--- src/vid_seq_pkg.sv ---
// shared constants, types and timing counts for the voltage target sequencer
package vid_seq_pkg;

   // clock and time base
   localparam int CLK_PERIOD_NS = 50;

   // status register at protocol offset 0x10, bit 3 flags dac above target
   localparam logic [7:0] STATUS_ONE_OFFSET = 8'h10;
   localparam int         DAC_HIGH_BIT      = 3;
   localparam logic [7:0] STATUS_ONE_RESET  = 8'h00;

   // broadcast addresses
   localparam logic [7:0] BCAST_MEM_ADDR = 8'h0e;
   localparam logic [7:0] BCAST_CPU_ADDR = 8'h0f;

   // voltage code mapping: mv = base + step * code, code 0 means off
   localparam logic [7:0]  CODE_OFF     = 8'h00;
   localparam logic [7:0]  CODE_MAX     = 8'hff;
   localparam logic [11:0] FIVE_MV_BASE = 12'h0f5;   // 245 mv
   localparam logic [11:0] FIVE_MV_STEP = 12'h005;
   localparam logic [11:0] TEN_MV_BASE  = 12'h1ea;   // 490 mv
   localparam logic [11:0] TEN_MV_STEP  = 12'h00a;
   localparam logic [11:0] DAC_HIGH_MARGIN_MV = 12'h01e;  // 30 mv

   // reporting offset ranges (current in quarter amps, temp in degrees)
   localparam logic [7:0] REPORT_MAX = 8'hff;

   // timing figures as printed, then cycle counts
   localparam int T_EN_TO_LOOP1_NS  = 3000;
   localparam int T_RAMP_TO_RDY_NS  = 1000;
   localparam int T_TRACK_STEP_NS   = 2660;
   localparam int T_SLEW_TICK_NS    = 1000;
   localparam int EN_TO_LOOP1_CYC   = (T_EN_TO_LOOP1_NS + CLK_PERIOD_NS - 1)
                                      / CLK_PERIOD_NS;
   localparam int RAMP_TO_RDY_CYC   = T_RAMP_TO_RDY_NS / CLK_PERIOD_NS;
   localparam int TRACK_STEP_CYC    = T_TRACK_STEP_NS / CLK_PERIOD_NS;
   localparam int SLEW_TICK_CYC     = T_SLEW_TICK_NS / CLK_PERIOD_NS;

   // selectable inter-loop delays in microseconds
   localparam int SEQ_DLY_250US  = 250;
   localparam int SEQ_DLY_500US  = 500;
   localparam int SEQ_DLY_1MS    = 1000;
   localparam int SEQ_DLY_2P5MS  = 2500;
   localparam int SEQ_DLY_5MS    = 5000;
   localparam int SEQ_DLY_10MS   = 10000;
   localparam int NS_PER_US      = 1000;

   // loop start order
   typedef enum logic [1:0] {
      ORDER_TOGETHER,
      ORDER_L2_AFTER_L1,
      ORDER_L1_AFTER_L2
   } start_order_e;

   // broadcast response per loop
   typedef enum logic [1:0] {
      BCAST_BOTH,
      BCAST_MEM_ONLY,
      BCAST_CPU_ONLY,
      BCAST_NONE
   } bcast_cfg_e;

   // command kinds from the serial bus or the management port
   typedef enum logic [1:0] {
      CMD_NONE,
      CMD_SET_VOLTAGE,
      CMD_POWER_STATE
   } cmd_kind_e;

   localparam logic [1:0] DEEPEST_POWER_STATE = 2'h3;

   // decoded command carrier
   typedef struct packed {
      logic       valid;
      cmd_kind_e  kind;
      logic       to_loop2;
      logic [7:0] addr;
      logic [7:0] data;
   } cmd_s;

   // per-loop configuration carrier
   typedef struct packed {
      logic [7:0]        boot_code;
      logic signed [7:0] code_offset;
      logic [7:0]        vmax_code;
      logic [7:0]        slew_mv;
      bcast_cfg_e        bcast;
   } loop_cfg_s;

endpackage : vid_seq_pkg

--- src/vid_code_adjust.sv ---
// offset, saturation, limit and code to millivolt mapping for one loop
`timescale 1ns/1ps
`default_nettype none
module vid_code_adjust
   import vid_seq_pkg::*;
(
   // requested code and its adjustments
   input  wire logic [7:0]        code_in,
   input  wire logic signed [7:0] code_offset,
   input  wire logic [7:0]        vmax_code,
   input  wire logic              ten_mv,
   // adjusted result
   output logic [7:0]             code_out,
   output logic [11:0]            target_mv
);

   logic signed [9:0] sum;       // code plus offset, wide enough to not wrap
   logic [7:0]        sat;       // sum held in 0..ff

   // combine, saturate, clamp and map
   always_comb begin
      sum = $signed({2'b00, code_in}) + 10'(code_offset);
      if (sum < 0) begin
         sat = CODE_OFF;
      end else if (sum > $signed({2'b00, CODE_MAX})) begin
         // ten mv tops out at ff
         sat = CODE_MAX;
      end else begin
         sat = sum[7:0];
      end
      if (code_in == CODE_OFF) begin
         code_out = CODE_OFF;
      end else if (sat > vmax_code) begin
         code_out = vmax_code;   // the limit wins, even over a large offset
      end else begin
         code_out = sat;
      end
      if (code_out == CODE_OFF) begin
         target_mv = 12'h000;
      end else if (ten_mv) begin
         target_mv = TEN_MV_BASE + TEN_MV_STEP * {4'h0, code_out};
      end else begin
         target_mv = FIVE_MV_BASE + FIVE_MV_STEP * {4'h0, code_out};
      end
   end

endmodule : vid_code_adjust
`default_nettype wire

--- src/loop_ramp.sv ---
// slewed ramp of one loop's dac toward its millivolt target
`timescale 1ns/1ps
`default_nettype none
module loop_ramp
   import vid_seq_pkg::*;
(
   // clock and reset
   input  wire logic        clock,
   input  wire logic        sys_rst,
   // control
   input  wire logic        go,
   input  wire logic        tick,
   input  wire logic [11:0] target_mv,
   input  wire logic [7:0]  slew_mv,
   // state
   output logic [11:0]      dac_mv,
   output logic             done
);

   typedef struct packed {
      logic [11:0] dac;    // present dac value in mv
   } ramp_state_s;

   ramp_state_s state_reg;
   ramp_state_s state_next;
   logic [11:0] goal;      // target while running, zero once stopped
   logic [11:0] diff;      // distance still to travel

   // next dac value: step by slew per tick, never overshoot
   always_comb begin
      state_next = state_reg;
      goal       = go ? target_mv : 12'h000;
      diff       = (state_reg.dac > goal) ? state_reg.dac - goal
                                          : goal - state_reg.dac;
      if (tick) begin
         if (diff <= {4'h0, slew_mv}) begin
            state_next.dac = goal;
         end else if (state_reg.dac < goal) begin
            state_next.dac = state_reg.dac + {4'h0, slew_mv};
         end else begin
            state_next.dac = state_reg.dac - {4'h0, slew_mv};
         end
      end
   end

   // state register
   always_ff @(posedge clock) begin
      if (sys_rst) begin
         state_reg <= '0;
      end else begin
         state_reg <= state_next;
      end
   end

   assign dac_mv = state_reg.dac;
   assign done   = go && (state_reg.dac == target_mv);

endmodule : loop_ramp
`default_nettype wire

--- src/vid_target_and_loop_sequencer.sv ---
// voltage target, reporting offsets and two-loop start sequencer
// Summary of operation
// - signed code offset, -128 to +127
// - ten mv profile never above 3.04 V
// - current report offset, quarter amp steps
// - temperature report offset, one degree steps
// - per loop broadcast 0E/0F response choice
// - cpu loop answers 0F, memory 0E
// - ten mv profile takes configured boot code
// - mobile boot code in five or ten mv
// - status bit 3 when dac 30mV high, mobile profile only
// - deepest state accepted, circuitry stays powered in mobile profile only, else shuts down
// - loops start together or in order
// - inter-loop delay from seven choices
// - tracking loop 2 is half loop 1
// - tracking control from serial or management
// - tracking boot above zero ramps, readies
// - independent slew per loop
// - first loop starts 3us after enable
// - ready within 1us of ramp done
// - tracking loop 2 delay, 2.66us steps (code uses 53 cycles, 2.65us per step)
// - five mv: FF 1.52V, 47 0.6V
// - ten mv: FF 3.04V, 10mV steps
`timescale 1ns/1ps
`default_nettype none
module vid_target_and_loop_sequencer
   import vid_seq_pkg::*;
#(
   // inter-loop delays in cycles
   parameter int DLY_250US_CYC = SEQ_DLY_250US * NS_PER_US / CLK_PERIOD_NS,
   parameter int DLY_500US_CYC = SEQ_DLY_500US * NS_PER_US / CLK_PERIOD_NS,
   parameter int DLY_1MS_CYC   = SEQ_DLY_1MS * NS_PER_US / CLK_PERIOD_NS,
   parameter int DLY_2P5MS_CYC = SEQ_DLY_2P5MS * NS_PER_US / CLK_PERIOD_NS,
   parameter int DLY_5MS_CYC   = SEQ_DLY_5MS * NS_PER_US / CLK_PERIOD_NS,
   parameter int DLY_10MS_CYC  = SEQ_DLY_10MS * NS_PER_US / CLK_PERIOD_NS
)(
   // clock and reset
   input  wire logic             clock,
   input  wire logic             sys_rst,
   // regulator enable pin, asynchronous
   input  wire logic             regulator_enable_input,
   // profile selection from the nonvolatile config store
   input  wire logic             ten_mv_code_profile,
   input  wire logic             mobile_profile,
   input  wire logic             mobile_boot_10mv,
   input  wire logic             memory_tracking_mode,
   // sequencing configuration
   input  wire start_order_e     start_order,
   input  wire logic [2:0]       seq_delay_sel,
   input  wire logic [7:0]       track_delay_code,
   // per loop configuration
   input  wire loop_cfg_s        loop1_cfg,
   input  wire loop_cfg_s        loop2_cfg,
   // reporting offsets
   input  wire logic [7:0]       raw_current,
   input  wire logic signed [4:0] current_offset,
   input  wire logic [7:0]       raw_temp,
   input  wire logic signed [5:0] temp_offset,
   // command sources
   input  wire logic             host_present,
   input  wire cmd_s             serial_cmd,
   input  wire cmd_s             mgmt_cmd,
   // loop outputs
   output logic                  loop1_ready_output,
   output logic                  loop2_ready_output,
   output logic [11:0]           loop1_dac_mv,
   output logic [11:0]           loop2_dac_mv,
   // status and reporting
   output logic [7:0]            protocol_status_one,
   output logic                  loop1_bcast_hit,
   output logic                  loop2_bcast_hit,
   output logic [7:0]            reported_current,
   output logic [7:0]            reported_temp,
   output logic [1:0]            power_state,
   output logic                  circuitry_shutdown
);

   ////////////////////////////////////////////////////////////////////////
   // state
   typedef enum logic [1:0] {
      SEQ_IDLE,     // enable low, loops off
      SEQ_LEAD,     // enable seen, waiting before the first loop
      SEQ_GAP,      // first loop running, second one held back
      SEQ_RUN       // both loops released
   } seq_state_e;

   typedef struct packed {
      logic        en_meta;     // first synchroniser stage
      logic        en_sync;     // second synchroniser stage
      seq_state_e  st;
      logic [17:0] cnt;         // lead and gap counter
      logic [4:0]  tick_cnt;    // slew tick divider
      logic        tick;
      logic        go1, go2;
      logic        rdy1, rdy2;
      logic [7:0]  code1;       // requested code loop 1
      logic [7:0]  code2;       // requested code loop 2
      logic        setv_seen;   // a loop 1 set command since enable
      logic [7:0]  status;
      logic        bc1, bc2;
      logic [7:0]  cur_rep;
      logic [7:0]  temp_rep;
      logic [1:0]  pstate;
      logic        shut;
   } seq_s;

   seq_s        state_reg;
   seq_s        state_next;

   cmd_s        cmd;             // selected command source
   logic        ten_mv;          // effective step size
   logic [11:0] mv1;             // loop 1 target in mv
   logic [11:0] mv2_own;         // loop 2 own target in mv
   logic [11:0] mv2;             // loop 2 target actually used
   logic [11:0] dac1, dac2;      // present ramp values
   logic        done1, done2;
   logic [17:0] gap_len;         // cycles from first to second go
   logic signed [9:0] cur_sum, temp_sum;  // report sums, never wrap

   ////////////////////////////////////////////////////////////////////////
   // datapath helpers
   // ten mv profile, boot code used
   assign ten_mv = ten_mv_code_profile
                   || (mobile_profile && mobile_boot_10mv);
   assign cmd = host_present ? serial_cmd : mgmt_cmd;
   // only the millivolt target is used; the code itself is not needed
   vid_code_adjust u_adjust1 (
      .code_in     (state_reg.code1),
      .code_offset (loop1_cfg.code_offset),
      .vmax_code   (loop1_cfg.vmax_code),
      .ten_mv      (ten_mv),
      .code_out    (),
      .target_mv   (mv1)
   );
   vid_code_adjust u_adjust2 (
      .code_in     (state_reg.code2),
      .code_offset (loop2_cfg.code_offset),
      .vmax_code   (loop2_cfg.vmax_code),
      .ten_mv      (ten_mv),
      .code_out    (),
      .target_mv   (mv2_own)
   );
   assign mv2 = memory_tracking_mode ? {1'b0, mv1[11:1]} : mv2_own;
   // each loop has its own slew
   loop_ramp u_ramp1 (
      .clock     (clock),
      .sys_rst   (sys_rst),
      .go        (state_reg.go1),
      .tick      (state_reg.tick),
      .target_mv (mv1),
      .slew_mv   (loop1_cfg.slew_mv),
      .dac_mv    (dac1),
      .done      (done1)
   );
   loop_ramp u_ramp2 (
      .clock     (clock),
      .sys_rst   (sys_rst),
      .go        (state_reg.go2),
      .tick      (state_reg.tick),
      .target_mv (mv2),
      .slew_mv   (loop2_cfg.slew_mv),
      .dac_mv    (dac2),
      .done      (done2)
   );

   // gap length: tracking step count, else the selectable table
   always_comb begin
      if (memory_tracking_mode) begin
         gap_len = 18'({10'h000, track_delay_code} * TRACK_STEP_CYC);
      end else begin
         case (seq_delay_sel)
            3'h0:    gap_len = 18'h00000;
            3'h1:    gap_len = 18'(DLY_250US_CYC);
            3'h2:    gap_len = 18'(DLY_500US_CYC);
            3'h3:    gap_len = 18'(DLY_1MS_CYC);
            3'h4:    gap_len = 18'(DLY_2P5MS_CYC);
            3'h5:    gap_len = 18'(DLY_5MS_CYC);
            default: gap_len = 18'(DLY_10MS_CYC);
         endcase
      end
   end

   ////////////////////////////////////////////////////////////////////////
   // next state
   always_comb begin
      state_next = state_reg;
      // enable pin passes two flops before anything reads it
      state_next.en_meta = regulator_enable_input;
      state_next.en_sync = state_reg.en_meta;

      // slew tick every microsecond
      state_next.tick     = state_reg.tick_cnt == 5'(SLEW_TICK_CYC - 1);
      state_next.tick_cnt = state_next.tick ? 5'h00
                                            : state_reg.tick_cnt + 5'h01;

      // sequencer
      case (state_reg.st)
         SEQ_IDLE: begin
            state_next.code1 = loop1_cfg.boot_code;
            state_next.code2 = loop2_cfg.boot_code;
            state_next.cnt   = 18'h00000;
            // tracking waits for boot above zero
            if (state_reg.en_sync && !(memory_tracking_mode
                   && loop1_cfg.boot_code == CODE_OFF)) begin
               state_next.st = SEQ_LEAD;
            end
         end
         SEQ_LEAD: begin
            // first loop starts 3us after enable
            if (state_reg.cnt == 18'(EN_TO_LOOP1_CYC - 1)) begin
               state_next.cnt = 18'h00000;
               if (memory_tracking_mode
                   || start_order == ORDER_L2_AFTER_L1) begin
                  state_next.go1 = 1'b1;
                  state_next.st  = SEQ_GAP;
               end else if (start_order == ORDER_L1_AFTER_L2) begin
                  state_next.go2 = 1'b1;
                  state_next.st  = SEQ_GAP;
               end else begin
                  state_next.go1 = 1'b1;
                  state_next.go2 = 1'b1;
                  state_next.st  = SEQ_RUN;
               end
            end else begin
               state_next.cnt = state_reg.cnt + 18'h00001;
            end
         end
         SEQ_GAP: begin
            // second loop released after the gap
            if (state_reg.cnt >= gap_len) begin
               state_next.go1 = 1'b1;
               state_next.go2 = 1'b1;
               state_next.st  = SEQ_RUN;
            end else begin
               state_next.cnt = state_reg.cnt + 18'h00001;
            end
         end
         SEQ_RUN: begin
            // set commands retarget a loop once both loops run
            if (cmd.valid && cmd.kind == CMD_SET_VOLTAGE) begin
               if (cmd.to_loop2) begin
                  state_next.code2 = cmd.data;
               end else begin
                  state_next.code1     = cmd.data;
                  state_next.setv_seen = 1'b1;
               end
            end
         end
         default: begin
            state_next.st = SEQ_IDLE;
         end
      endcase

      // enable low drops both loops and their ready at once
      if (!state_reg.en_sync) begin
         state_next.st        = SEQ_IDLE;
         state_next.go1       = 1'b0;
         state_next.go2       = 1'b0;
         state_next.setv_seen = 1'b0;
      end

      // ready one cycle after ramp done
      state_next.rdy1 = state_next.go1 && done1;
      state_next.rdy2 = state_next.go2 && done2;

      // dac more than 30mV over set target
      state_next.status = STATUS_ONE_RESET;
      state_next.status[DAC_HIGH_BIT] = mobile_profile && state_reg.setv_seen
         && (dac1 > mv1 + DAC_HIGH_MARGIN_MV);

      // memory role 0E, cpu role 0F
      state_next.bc1 = cmd.valid && (
         (cmd.addr == BCAST_MEM_ADDR
            && loop1_cfg.bcast inside {BCAST_BOTH, BCAST_MEM_ONLY})
         || (cmd.addr == BCAST_CPU_ADDR
            && loop1_cfg.bcast inside {BCAST_BOTH, BCAST_CPU_ONLY}));
      state_next.bc2 = cmd.valid && (
         (cmd.addr == BCAST_MEM_ADDR
            && loop2_cfg.bcast inside {BCAST_BOTH, BCAST_MEM_ONLY})
         || (cmd.addr == BCAST_CPU_ADDR
            && loop2_cfg.bcast inside {BCAST_BOTH, BCAST_CPU_ONLY}));

      cur_sum = $signed({2'b00, raw_current}) + 10'(current_offset);
      state_next.cur_rep = (cur_sum < 0) ? 8'h00
         : (cur_sum > $signed({2'b00, REPORT_MAX})) ? REPORT_MAX
         : cur_sum[7:0];
      temp_sum = $signed({2'b00, raw_temp}) + 10'(temp_offset);
      state_next.temp_rep = (temp_sum < 0) ? 8'h00
         : (temp_sum > $signed({2'b00, REPORT_MAX})) ? REPORT_MAX
         : temp_sum[7:0];

      // power state commands are always accepted
      if (cmd.valid && cmd.kind == CMD_POWER_STATE) begin
         state_next.pstate = cmd.data[1:0];
      end
      state_next.shut = (state_next.pstate == DEEPEST_POWER_STATE)
                        && !mobile_profile;
   end

   ////////////////////////////////////////////////////////////////////////
   // state register
   always_ff @(posedge clock) begin
      if (sys_rst) begin
         state_reg <= '0;
      end else begin
         state_reg <= state_next;
      end
   end

   // outputs straight from flops
   assign loop1_ready_output  = state_reg.rdy1;
   assign loop2_ready_output  = state_reg.rdy2;
   assign loop1_dac_mv        = dac1;
   assign loop2_dac_mv        = dac2;
   assign protocol_status_one = state_reg.status;
   assign loop1_bcast_hit     = state_reg.bc1;
   assign loop2_bcast_hit     = state_reg.bc2;
   assign reported_current    = state_reg.cur_rep;
   assign reported_temp       = state_reg.temp_rep;
   assign power_state         = state_reg.pstate;
   assign circuitry_shutdown  = state_reg.shut;

endmodule : vid_target_and_loop_sequencer
`default_nettype wire

--- config.mk ---
export PLATFORM = sky130hd
export DESIGN_NAME = vid_target_and_loop_sequencer
export DESIGN_NICKNAME = d
export VERILOG_FILES = /design/src/vid_seq_pkg.sv /design/src/vid_code_adjust.sv /design/src/loop_ramp.sv /design/src/vid_target_and_loop_sequencer.sv
export SDC_FILE = /design/constraint.sdc
export NUM_CORES = 1
export LEC_CHECK = 0
export BUFFER_PORTS_ARGS = -buffer_cell sky130_fd_sc_hd__buf_2
export CAP_MARGIN = 30
export CORE_ASPECT_RATIO = 1.25
export CORE_MARGIN = 10
export CORE_UTILIZATION = 50
export CTS_CLUSTER_SIZE = 12
export DETAILED_ROUTE_END_ITERATION = 10
export PLACE_DENSITY = 0.77
export SLEW_MARGIN = 10
export SYNTH_ARGS = -nofsm -noshare
export SYNTH_HDL_FRONTEND = slang
export SYNTH_HIERARCHICAL = 1
export SYNTH_SLANG_ARGS = --single-unit
--- constraint.sdc ---
create_clock -name clock -period 32.7 [get_ports clock]
set_clock_uncertainty 0.1 [all_clocks]
set_input_delay 6.54 -clock clock [delete_from_list [all_inputs] [get_ports clock]]
set_output_delay 6.54 -clock clock [all_outputs]
set_load 0.05 [all_outputs]
### Word level (Yosys, flattened, before mapping)

Cells that the tools add are included.

| cells by class | value |
|---|---|
| magnitude comparators | 18 |
| multiplexer cells | 47 |
| reduce and logical (&&, ||, !) cells | 48 |
| bitwise logic cells | 2 |
| add/subtract/negate cells | 19 |
| multiply operators | 5 |
| equal/unequal tests | 30 |

Operators by type and width:

| operator | count |
|---|---|
| 2-to-1 mux 12 bit | 13 |
| case mux 18 bit (6 select lines) | 1 |
| 2-to-1 mux 8 bit | 12 |
| case mux 20 bit (3 select lines) | 1 |
| 2-to-1 mux 18 bit | 3 |
| subtractor 12 bit | 4 |
| multiplier 3 x 8 -> 11 bit (first input constant) | 4 |
| > comparator 10 x 9 -> 1 bit (second input constant) | 4 |
| logical NOT 8 bit | 5 |
| less-than comparator 10 x 1 -> 1 bit (second input constant) | 4 |
| > comparator 12 bit | 3 |
| case mux 16 bit (2 select lines) | 1 |
| adder 12 x 8 -> 12 bit | 2 |
| adder 8 x 11 -> 12 bit (first input constant) | 2 |
| adder 9 x 12 -> 12 bit (first input constant) | 2 |
| == test 12 bit | 2 |
| less-or-equal comparator 12 x 8 -> 1 bit | 2 |
| less-than comparator 12 bit | 2 |
| subtractor 12 x 8 -> 12 bit | 2 |
| adder 9 x 8 -> 10 bit | 2 |
| 2-to-1 mux 20 bit | 1 |
| adder 18 x 1 -> 18 bit (second input constant) | 1 |
| == test 18 x 6 -> 1 bit (second input constant) | 1 |
| >= comparator 18 bit | 1 |
| other kinds (30) | 94 |

| storage, ports and cells | value |
|---|---|
| input port bits | 156 |
| bits in registers | 102 |

### Logic depth before layout (Yosys ltp)

Gate-level depths: netlist of the first run.

| depth | value |
|---|---|
| word-level depth | 17 |
| depth in mapped cells | 55 |
| depth with buffers taken out | 53 |

### Modules after synthesis

Netlist of the first run, hierarchy kept.

Modules (own cells, without submodules):

| module | area each (um^2) | cells each | instances |
|---|---|---|---|
| vid_target_and_loop_sequencer | 5990.7 | 714 | 1 |
| loop_ramp (u_ramp2) | 2846.5 | 392 | 1 |
| loop_ramp (u_ramp1) | 2835.2 | 373 | 1 |
| vid_code_adjust (u_adjust1) | 2208.4 | 294 | 1 |
| vid_code_adjust (u_adjust2) | 2200.9 | 295 | 1 |

### Worst setup path before layout of the first run

No wires, ideal clock.

| timing | value |
|---|---|
| path type | input port to flip-flop |
| start | in loop1_cfg[18] (netlist bit) |
| end | reg u_ramp2.state_reg (netlist bit u_ramp2/dac_mv[2]) |
| slack | 15729 ps |
| path buffers | 1 |
| library setup time | 122 ps |
| cell stages on the path | 50 |
| arrival time | 16749 ps |
| path through | ha_1 inv_1 fa_1 nand2b_1 a21oi_1 o311a_1 nor4_4 or3_1 ha_1 nor2b_1 o211ai_1 a21oi_1 o22ai_1 a21oi_1 or2_2 inv_1 ha_1 inv_1 (+14 left out) a211o_1 a21oi_1 o21ai_0 a21oi_1 nor2_1 clkbuf_1 a211oi_1 a21oi_1 xor2_1 ha_1 a21oi_1 o21ai_0 o21a_1 a2111o_1 o31ai_2 o32ai_4 nor3b_1 a311o_1 |

| on the way | value |
|---|---|
| word-level cells in the longest chain between the ends | 17 |

RTL lines:

| item | RTL line | text |
|---|---|---|
| from (decl) | vid_target_and_loop_sequencer.sv:52 | `input wire loop_cfg_s loop1_cfg,` |
| adder 9 x 8 -> 10 bit (*) | vid_code_adjust.sv:22 | `sum = $signed({2'b00, code_in}) + 10'(code_offset);` |
| > comparator 10 x 9 -> 1 bit | vid_code_adjust.sv:25 | `end else if (sum > $signed({2'b00, CODE_MAX})) begin` |
| 2-to-1 mux 8 bit | vid_code_adjust.sv:25 |  |
| 2-to-1 mux 8 bit (*) | vid_code_adjust.sv:23 | `if (sum < 0) begin` |
| > comparator 8 bit | vid_code_adjust.sv:33 | `end else if (sat > vmax_code) begin` |
| 2-to-1 mux 8 bit (*) | vid_code_adjust.sv:33 |  |
| 2-to-1 mux 8 bit (*) | vid_code_adjust.sv:31 | `if (code_in == CODE_OFF) begin` |
| named net u_adjust1.code_out[3] | vid_code_adjust.sv:13 | `output logic [7:0] code_out,` |
| (+4 left out) | n/a |  |
| named net mv1[10] | vid_target_and_loop_sequencer.sv:112 | `logic [11:0] mv1;` |
| 2-to-1 mux 12 bit (*) | vid_target_and_loop_sequencer.sv:143 | `assign mv2 = memory_tracking_mode ? {1'b0, mv1[11:1]} : mv2_own;` |
| named net mv2[9] | vid_target_and_loop_sequencer.sv:114 | `logic [11:0] mv2;` |
| 2-to-1 mux 12 bit (*) | loop_ramp.sv:32 | `goal = go ? target_mv : 12'h000;` |
| subtractor 12 bit, or another cell as far along | loop_ramp.sv:34 | `: goal - state_reg.dac;` |
| 2-to-1 mux 12 bit | loop_ramp.sv:33 | `diff = (state_reg.dac > goal) ? state_reg.dac - goal` |
| less-or-equal comparator 12 x 8 -> 1 bit | loop_ramp.sv:36 | `if (diff <= {4'h0, slew_mv}) begin` |
| 2-to-1 mux 12 bit (*) | loop_ramp.sv:36 |  |
| to (signal assigned) | loop_ramp.sv:51 | `state_reg <= state_next;` |
| to (decl) | loop_ramp.sv:24 | `ramp_state_s state_reg;` |

Mark *: on every way through the listed nets, which the timed path passes. The rest lies on a longest branch.
A chain may end at the register's enable or synchronous reset.

### Final worst setup path of the first run

| timing | value |
|---|---|
| start | in loop1_cfg[18] (netlist bit) |
| end | reg u_ramp2.state_reg (netlist bit u_ramp2/dac_mv[1]) |

Same word-level chain as after synthesis.

==> qor.yml, run 1 <==
timing:
  fin_tns_setup_ns: 0
  rsz0062_at_grt: "no"
  maxSlewViolCount: 0
  max_freq_ghz: 0.0526
  setup_ws_ns: 13.67
  final-hold-violation-count: 0
  worstMarginPinSlew_ns: 0.986
  post-route-period-util_pct: 58.2
  hold_ws_ns: 0.360
  setup_viol: 0
  slew_headroom_pct: 33.9
  post-route-min-period_ns: 19.03
min_path:
  hp-class: "reg2reg"
  min_path_cells: 1
  min_to: "state_reg[76]"
  hp-start: "state_next[76]"
cells_and_area:
  drive_above_1_share_pct: 14.4
  fin_util_pct: 55.1
  finalNetCount: 2660
  layout_common_cells: "261 x ha_1, 204 x buf_2, 198 x inv_1"
  largest_reg_flops: 46
  syn2layout_area_growth_pct: 8.85
  fillerInstances: 3004
  layout_commonest_cell: "ha_1"
yosys:
  synth_compound_area_share_pct: 25.0
  synth_xor_area_share_pct: 8.06
  synth_top_family_by_area: "compound AO/OA/AOI/OAI gates"
  syn_inst: 2068
  synth_area_leaders: "ha_1 20%, dfxtp_1 12%, a21oi_1 6.0%"
  yosysWarnings: 6
  synth_cell_types: 102
  ys_seq_area_share_pct: 11.8
  synth-main-ff-cell: "dfxtp_1"
  syn_area_per_cell_sq_um: 7.78
  synth_fa_ha_area_share_pct: 23.9
  synth_edf_count: 0
  ys_seq_elements: 95
  netlist_area_sq_mm: 0.0161
  yosys.area_share.simple_pct: 19.2
  synth.area.mux_share_pct: 4.15
  synth_top_area_share_pct: 20.3
  async_flop_share_pct: 0
  yosys.area.top_type: "ha_1"
routing:
  routed_wl_mm: 45.9
  firstDrtPassIters: 5
  drtAntennaViolNets: 0
  drt_iter0_drc: 1177
  routedWlPerCell_um: 17.5
  viasPerCell: 5.93
  drc: 0
  vias: 15600
worst_setup_path:
  end_kind: "register"
  crit_path_max_incr_delay_ns: 0.81
  path_buf_inv: 5
  timing.rr.start: "state_reg[38]"
  cpMostUsedCell: "a21oi_1"
  crit_arrival_ns: 19.19
  rrSetupSlack_ns: 19.52
  crit_slowest_cell: "a2111oi_2"
  reg2reg_depth: 50
  timing.rr.end: "u_ramp2/dac_mv[1]"
  path_class: "in2reg"
  required_ns: 32.87
  path_delay_family: "compound AO/OA/AOI/OAI gates"
  cp.depth: 51
  cp_max_fo: 17
  start_kind: "primary input"
clock_tree:
  clock_latency_ns: 0.36
  post_cts_buffers: 0
  numCtsBuffers: 9
  hold_buffers: 0
  ctsLongestPathBuffers: 2
  cts_sinks: 95
  cts-root-buf: "clkbuf_16"
  cts_max_level: 3
  cts_resized: 0
  clk_pin_slew_ns: 0.08
  cts_tree: "yes"
status:
  run_status: "completed"
placed_design:
  io_buffers: 203
  routabilityCongestion: 0.930
  post-dp-hpwl_mm: 37.9
  pre_cts_ws_ns: 13.52
floorplanning:
  ios: 211
  core_area_sq_mm: 0.0318
  die_w_um: 180
  rows: 73
  initial_utilization_pct: 50.6
  die_h_um: 221
  die_area_sq_mm: 0.0398
grt:
  antenna_found_initial: 4
  grt_overflow_total: 0
  grt_pass1_vias: 15400
  track_usage_pct: 22.1
  grt_pass1_wl_mm: 75.1
  grt_max_degree: 59
job:
  maxCapViolations: 0
power_and_ir_drop:
  vdd_drop_max_mv: 0.0539
  power.density_mw_per_mm2: 46.5
  p_leak_nw: 8.27
-- how the worst max path moves through the flow --
stage | start | to
floorplan | loop1_cfg[18] | u_ramp2/dac_mv[2]
global placement | loop1_cfg[18] | u_ramp2/dac_mv[2]
detailed placement | loop1_cfg[18] | u_ramp2/dac_mv[2]
CTS | loop1_cfg[18] | u_ramp2/dac_mv[2]
global route | loop1_cfg[18] | u_ramp2/dac_mv[6]
finish | loop1_cfg[18] | u_ramp2/dac_mv[1]
-- through the flow --
step / cells / area, sq um / power [W]
finish: 2631 / 17500 / 0.000813
global route: 2631 / 17500 / 0.000886
CTS: 2628 / 17500 / 0.000809
detailed placement: 2613 / 17200 / 0.000699
global placement: 2612 / 17200 / 0.000682
floorplan: 2074 / 16100 / 0.000568
-- where the power goes --
part | internal (W) | total, W | switching (W)
combinational | 0.000249 | 0.000586 | 0.000338
sequential | 0.000119 | 0.000121 | 0.00000182
clock | 0.0000536 | 0.000106 | 0.0000525
-- cells in the mapped netlist, types with 8 or more instances --
library cell	n
dfxtp_1	95
mux2i_1	43
nor4_1	24
o21bai_1	12
xnor2_1	104
nand3_1	36
xor2_1	44
o21a_1	23
nor2_1	181
or3_1	15
o41ai_1	9
nand4_1	28
nand2_1	97
ha_1	261
a21oi_1	193
fa_1	29
o211ai_1	14
and2_1	9
inv_1	198
nand3b_1	12
o21ai_1	16
and3_1	15
a31oi_1	18
o31ai_1	9
buf_2	8
nand2b_1	36
nor3b_1	15
buf_4	30
a21o_1	43
a211oi_1	59
clkbuf_1	34
nor2b_1	31
mux2_2	19
or2_2	13
nor3_1	42
o21ai_0	82
a211o_1	10
-- layout make-up --
| class | instances | area [sq um] | area share, % |
|---|---|---|---|
| antenna | 1 | 2.50 | 0.0143 |
| clock buffer | 9 | 225 | 1.29 |
| clock inverter | 6 | 60.1 | 0.343 |
| inverter | 201 | 754 | 4.31 |
| multi-input combinational | 1691 | 12900 | 73.9 |
| sequential | 95 | 1900 | 10.9 |
| tap | 412 | 515 | 2.94 |
| timing repair buffer | 216 | 1110 | 6.35 |
-- cell families after synthesis --
| logic type | Yosys count |
|---|---|
| adder cells (fa/ha/maj) | 290 |
| AND/OR/NAND/NOR | 594 |
| flip-flops | 95 |
| buffers and inverters | 288 |
| AO/OA/AOI/OAI | 588 |
| XOR/XNOR | 148 |
| multiplexers | 64 |
| other | 1 |
-- layer usage --
layer / track usage [%] / wire length, um
met1: 25.3 / 19100
met2: 41.7 / 23700
met3: 2.66 / 2100
met4: 6.84 / 1050
met5: 0 / 47
(Power assumes the default switching activity.)
==> inputs of run 2 (changes only) <==
--- a/config.mk
+++ b/config.mk
@@ -5,6 +5,7 @@
 export SDC_FILE = /design/constraint.sdc
 export NUM_CORES = 1
 export LEC_CHECK = 0
+export ABC_AREA = 1
 export BUFFER_PORTS_ARGS = -buffer_cell sky130_fd_sc_hd__buf_2
 export CAP_MARGIN = 30
 export CORE_ASPECT_RATIO = 1.25
@@ -12,7 +13,7 @@
 export CORE_UTILIZATION = 50
 export CTS_CLUSTER_SIZE = 12
 export DETAILED_ROUTE_END_ITERATION = 10
-export PLACE_DENSITY = 0.77
+export PLACE_DENSITY = 0.76
 export SLEW_MARGIN = 10
 export SYNTH_ARGS = -nofsm -noshare
 export SYNTH_HDL_FRONTEND = slang
==> constraint.sdc (replaced) <==
create_clock -name clock -period 19.5 [get_ports clock]
set_clock_uncertainty 0.1 [all_clocks]
set_input_delay 3.9 -clock clock [delete_from_list [all_inputs] [get_ports clock]]
set_output_delay 3.9 -clock clock [all_outputs]
set_load 0.05 [all_outputs]
==> run 2 against run 1 <==
First-iteration DRC count down 11%. Critical endpoint is now u_ramp2/dac_mv[3]. Combinational power is 76% higher. Routed wire length increased by 11%. Highest routed layer unchanged. Final cell count increased by 24%. Core utilization about the same. Die area rose by 4.8%. Critical path type unchanged. Critical path depth increased by 10.
==> qor.yml, run 2 <==
placed_design:
  routabilityCongestion: 0.977  # +5.1%
  pre_cts_ws_ns: 5.88  # -7.64 ns
  post-dp-hpwl_mm: 42.7  # +13%
  place_area_sq_mm: 0.0181  # +5.3%
  io_buffers: 203  # unchanged
floorplanning:
  rows: 75  # +2.7%
  die_area_sq_mm: 0.0417  # +4.8%
  die_w_um: 185  # +2.4%
  core_area_sq_mm: 0.0335  # +5.4%
  initial_utilization_pct: 50.6  # about the same
  ios: 211  # unchanged
  die_h_um: 226  # +2.4%
yosys:
  yosys-top-cells-count: "664 x nand2_1, 428 x inv_1, 261 x ha_1, 204 x a21oi_1, 188 x nor2_1"
  netlist_area_sq_mm: 0.0169  # +5.4%
  syn_area_per_cell_sq_um: 6.31  # -19%
  synth_top_area_share_pct: 19.3  # -1.0 points
  synth-main-ff-cell: "dfxtp_1"
  synth_area_leaders: "ha_1 19%, nand2_1 15%, dfxtp_1 11%"
  post-synth-top-count-cell: "nand2_1"
  ys_seq_area_share_pct: 11.2  # -0.60 points
  yosysWarnings: 6  # unchanged
  yosys.area.top_type: "ha_1"
  syn_inst: 2687  # +30%
  synth_cell_types: 67  # -34%
  async_flop_share_pct: 0  # unchanged
  synth_edf_count: 0  # unchanged
  ys_seq_elements: 95  # unchanged
grt:
  grt_pass1_wl_mm: 83.0  # +11%
  track_usage_pct: 23.9  # +1.8 points
  grt_max_degree: 47  # -20%
  grt_pass1_vias: 17800  # +15%
  grt_overflow_total: 0  # unchanged
  antenna_found_initial: 5  # +1
worst_setup_path:
  cp.depth: 61  # +20%
  crit_slowest_cell: "fa_1"
  required_ns: 19.68  # -13.19 ns
  timing.rr.start: "state_reg[38]"
  path_delay_family: "simple AND/OR/NAND/NOR gates"
  rrSetupSlack_ns: 9.32  # -10.20 ns
  path_buf_inv: 11  # +6
  reg2reg_depth: 60  # +20%
  cp_max_fo: 15  # -2
  start_kind: "primary input"
  timing.rr.end: "u_ramp2/dac_mv[3]"
  startpoint: "loop1_cfg[18]"
  path_class: "in2reg"
  end_kind: "register"
  crit_path_max_incr_delay_ns: 0.51  # -0.30 ns
  crit_end: "u_ramp2/dac_mv[3]"
  crit_arrival_ns: 13.57  # -5.62 ns
timing:
  slew_headroom_pct: 38.5  # +4.6 points
  worstMarginPinSlew_ns: 0.922  # -0.0644 ns
  hold_ws_ns: 0.309  # -0.0502 ns
  max_freq_ghz: 0.0747
  post-route-period-util_pct: 68.7
  fin_tns_setup_ns: 0  # unchanged
  setup_ws_ns: 6.11  # -7.56 ns
  rsz0062_at_grt: "no"
  final-hold-violation-count: 0  # unchanged
  setup_viol: 0  # unchanged
  post-route-min-period_ns: 13.39
  maxSlewViolCount: 0  # unchanged
routing:
  routed_wl_mm: 50.9  # +11%
  viasPerCell: 5.43  # -8.5%
  drtAntennaViolNets: 0  # unchanged
  drt_iter0_drc: 1044  # -11%
  drc: 0  # unchanged
  routedWlPerCell_um: 15.6  # -11%
  vias: 17800  # +14%
  firstDrtPassIters: 6  # +1
clock_tree:
  cts_max_level: 3  # unchanged
  cts_tree: "yes"
  cts_resized: 0  # unchanged
  hold_buffers: 0  # unchanged
  numCtsBuffers: 9  # unchanged
  cts-root-buf: "clkbuf_16"
  post_cts_buffers: 0  # unchanged
  clk_pin_slew_ns: 0.07  # about the same
  cts_sinks: 95  # unchanged
  ctsLongestPathBuffers: 2  # unchanged
  clock_latency_ns: 0.35  # about the same
power_and_ir_drop:
  power.density_mw_per_mm2: 76.9  # +65%
  vdd_drop_max_mv: 0.0578  # +7.2%
  p_leak_nw: 10.3  # +24%
  power_w: 0.00142  # +74%
cells_and_area:
  largest_reg_flops: 46  # unchanged
  drive_above_1_share_pct: 13.2  # -1.1 points
  layout_commonest_cell: "nand2_1"
  final_area_sq_mm: 0.0184  # +5.3%
  finalNetCount: 3289  # +24%
  syn2layout_area_growth_pct: 8.79  # about the same
  layout_common_cells: "664 x nand2_1, 428 x inv_1, 261 x ha_1"
min_path:
  hp-class: "reg2reg"
  min_path_cells: 2  # +1
status:
  run_status: "completed"
job:
  maxCapViolations: 0  # unchanged
-- run 2: cell types whose count changed after synthesis, moves of 38 or more --
cell	previous run	this run
a211oi_1	59	4
a21o_1	43	5
inv_1	198	428
mux2i_1	43	2
nand2_1	97	664
nand3_1	36	165
xnor2_1	104	40
-- run 2: worst min path at each step --
stage	from	endpoint	slack (ns)
global route	state_next[76]	state_reg[76]	0.34
global placement	state_next[76]	state_reg[76]	0.29
floorplan	state_next[76]	state_reg[76]	0.29
finish	state_next[76]	state_reg[76]	0.31
CTS	state_next[76]	state_reg[76]	0.31
detailed placement	state_next[76]	state_reg[76]	0.30
-- run 2: area by class of cell --
type / instances / area, sq um
Multi-Input combinational cell: 2072 / 12900
Fill cell: 3376 / 15100
Tap cell: 423 / 529
Clock inverter: 5 / 63.8
Inverter: 455 / 1720
Sequential cell: 95 / 1900
Clock buffer: 10 / 239
Timing Repair Buffer: 210 / 1070
Antenna cell: 3 / 7.51
-- run 2: cells by family after synthesis --
| logic type | count (synthesis) | synth area share [%] |
|---|---|---|
| DFF | 95 | 11.2 |
| other | 1 | 0.0221 |
| buffers and inverters | 526 | 12.7 |
| and+or+nand+nor | 1228 | 32.6 |
| adders and majority gates | 290 | 22.7 |
| xor gates and xnor gates | 113 | 5.84 |
| muxes | 2 | 0.118 |
| AOI/OAI and AO/OA | 432 | 14.8 |
-- run 2: layer usage --
| layer | vias up | global-route usage [%] | wire length (um) |
|---|---|---|---|
| li1 | 9026 | - | - |
| met1 | 8008 | 26.4 | 20700 |
| met2 | 583 | 43.4 | 25200 |
| met3 | 137 | 4.28 | 3000 |
| met4 | 4 | 10.7 | 2000 |
| met5 | - | 0 | 25 |
-- run 2: worst min-delay path, stage by stage, from the launching register on --
cell     delay [ns]
dfxtp_1        0.30
inv_1          0.04
nor2_1         0.03
-- run 2: stage by stage --
step                      utilization [%]  std cells
after floorplan                         -       2693
after global placement               54.1       3254
after detailed placement             54.1       3254
after CTS                            55.0       3269
after global routing                 55.0       3273
final                                55.0       3273
-- run 2: power by group --
group	internal [W]	switching, W
Clock	0.000104	0.0000838
Sequential	0.000200	0.00000342
Combinational	0.000385	0.000641
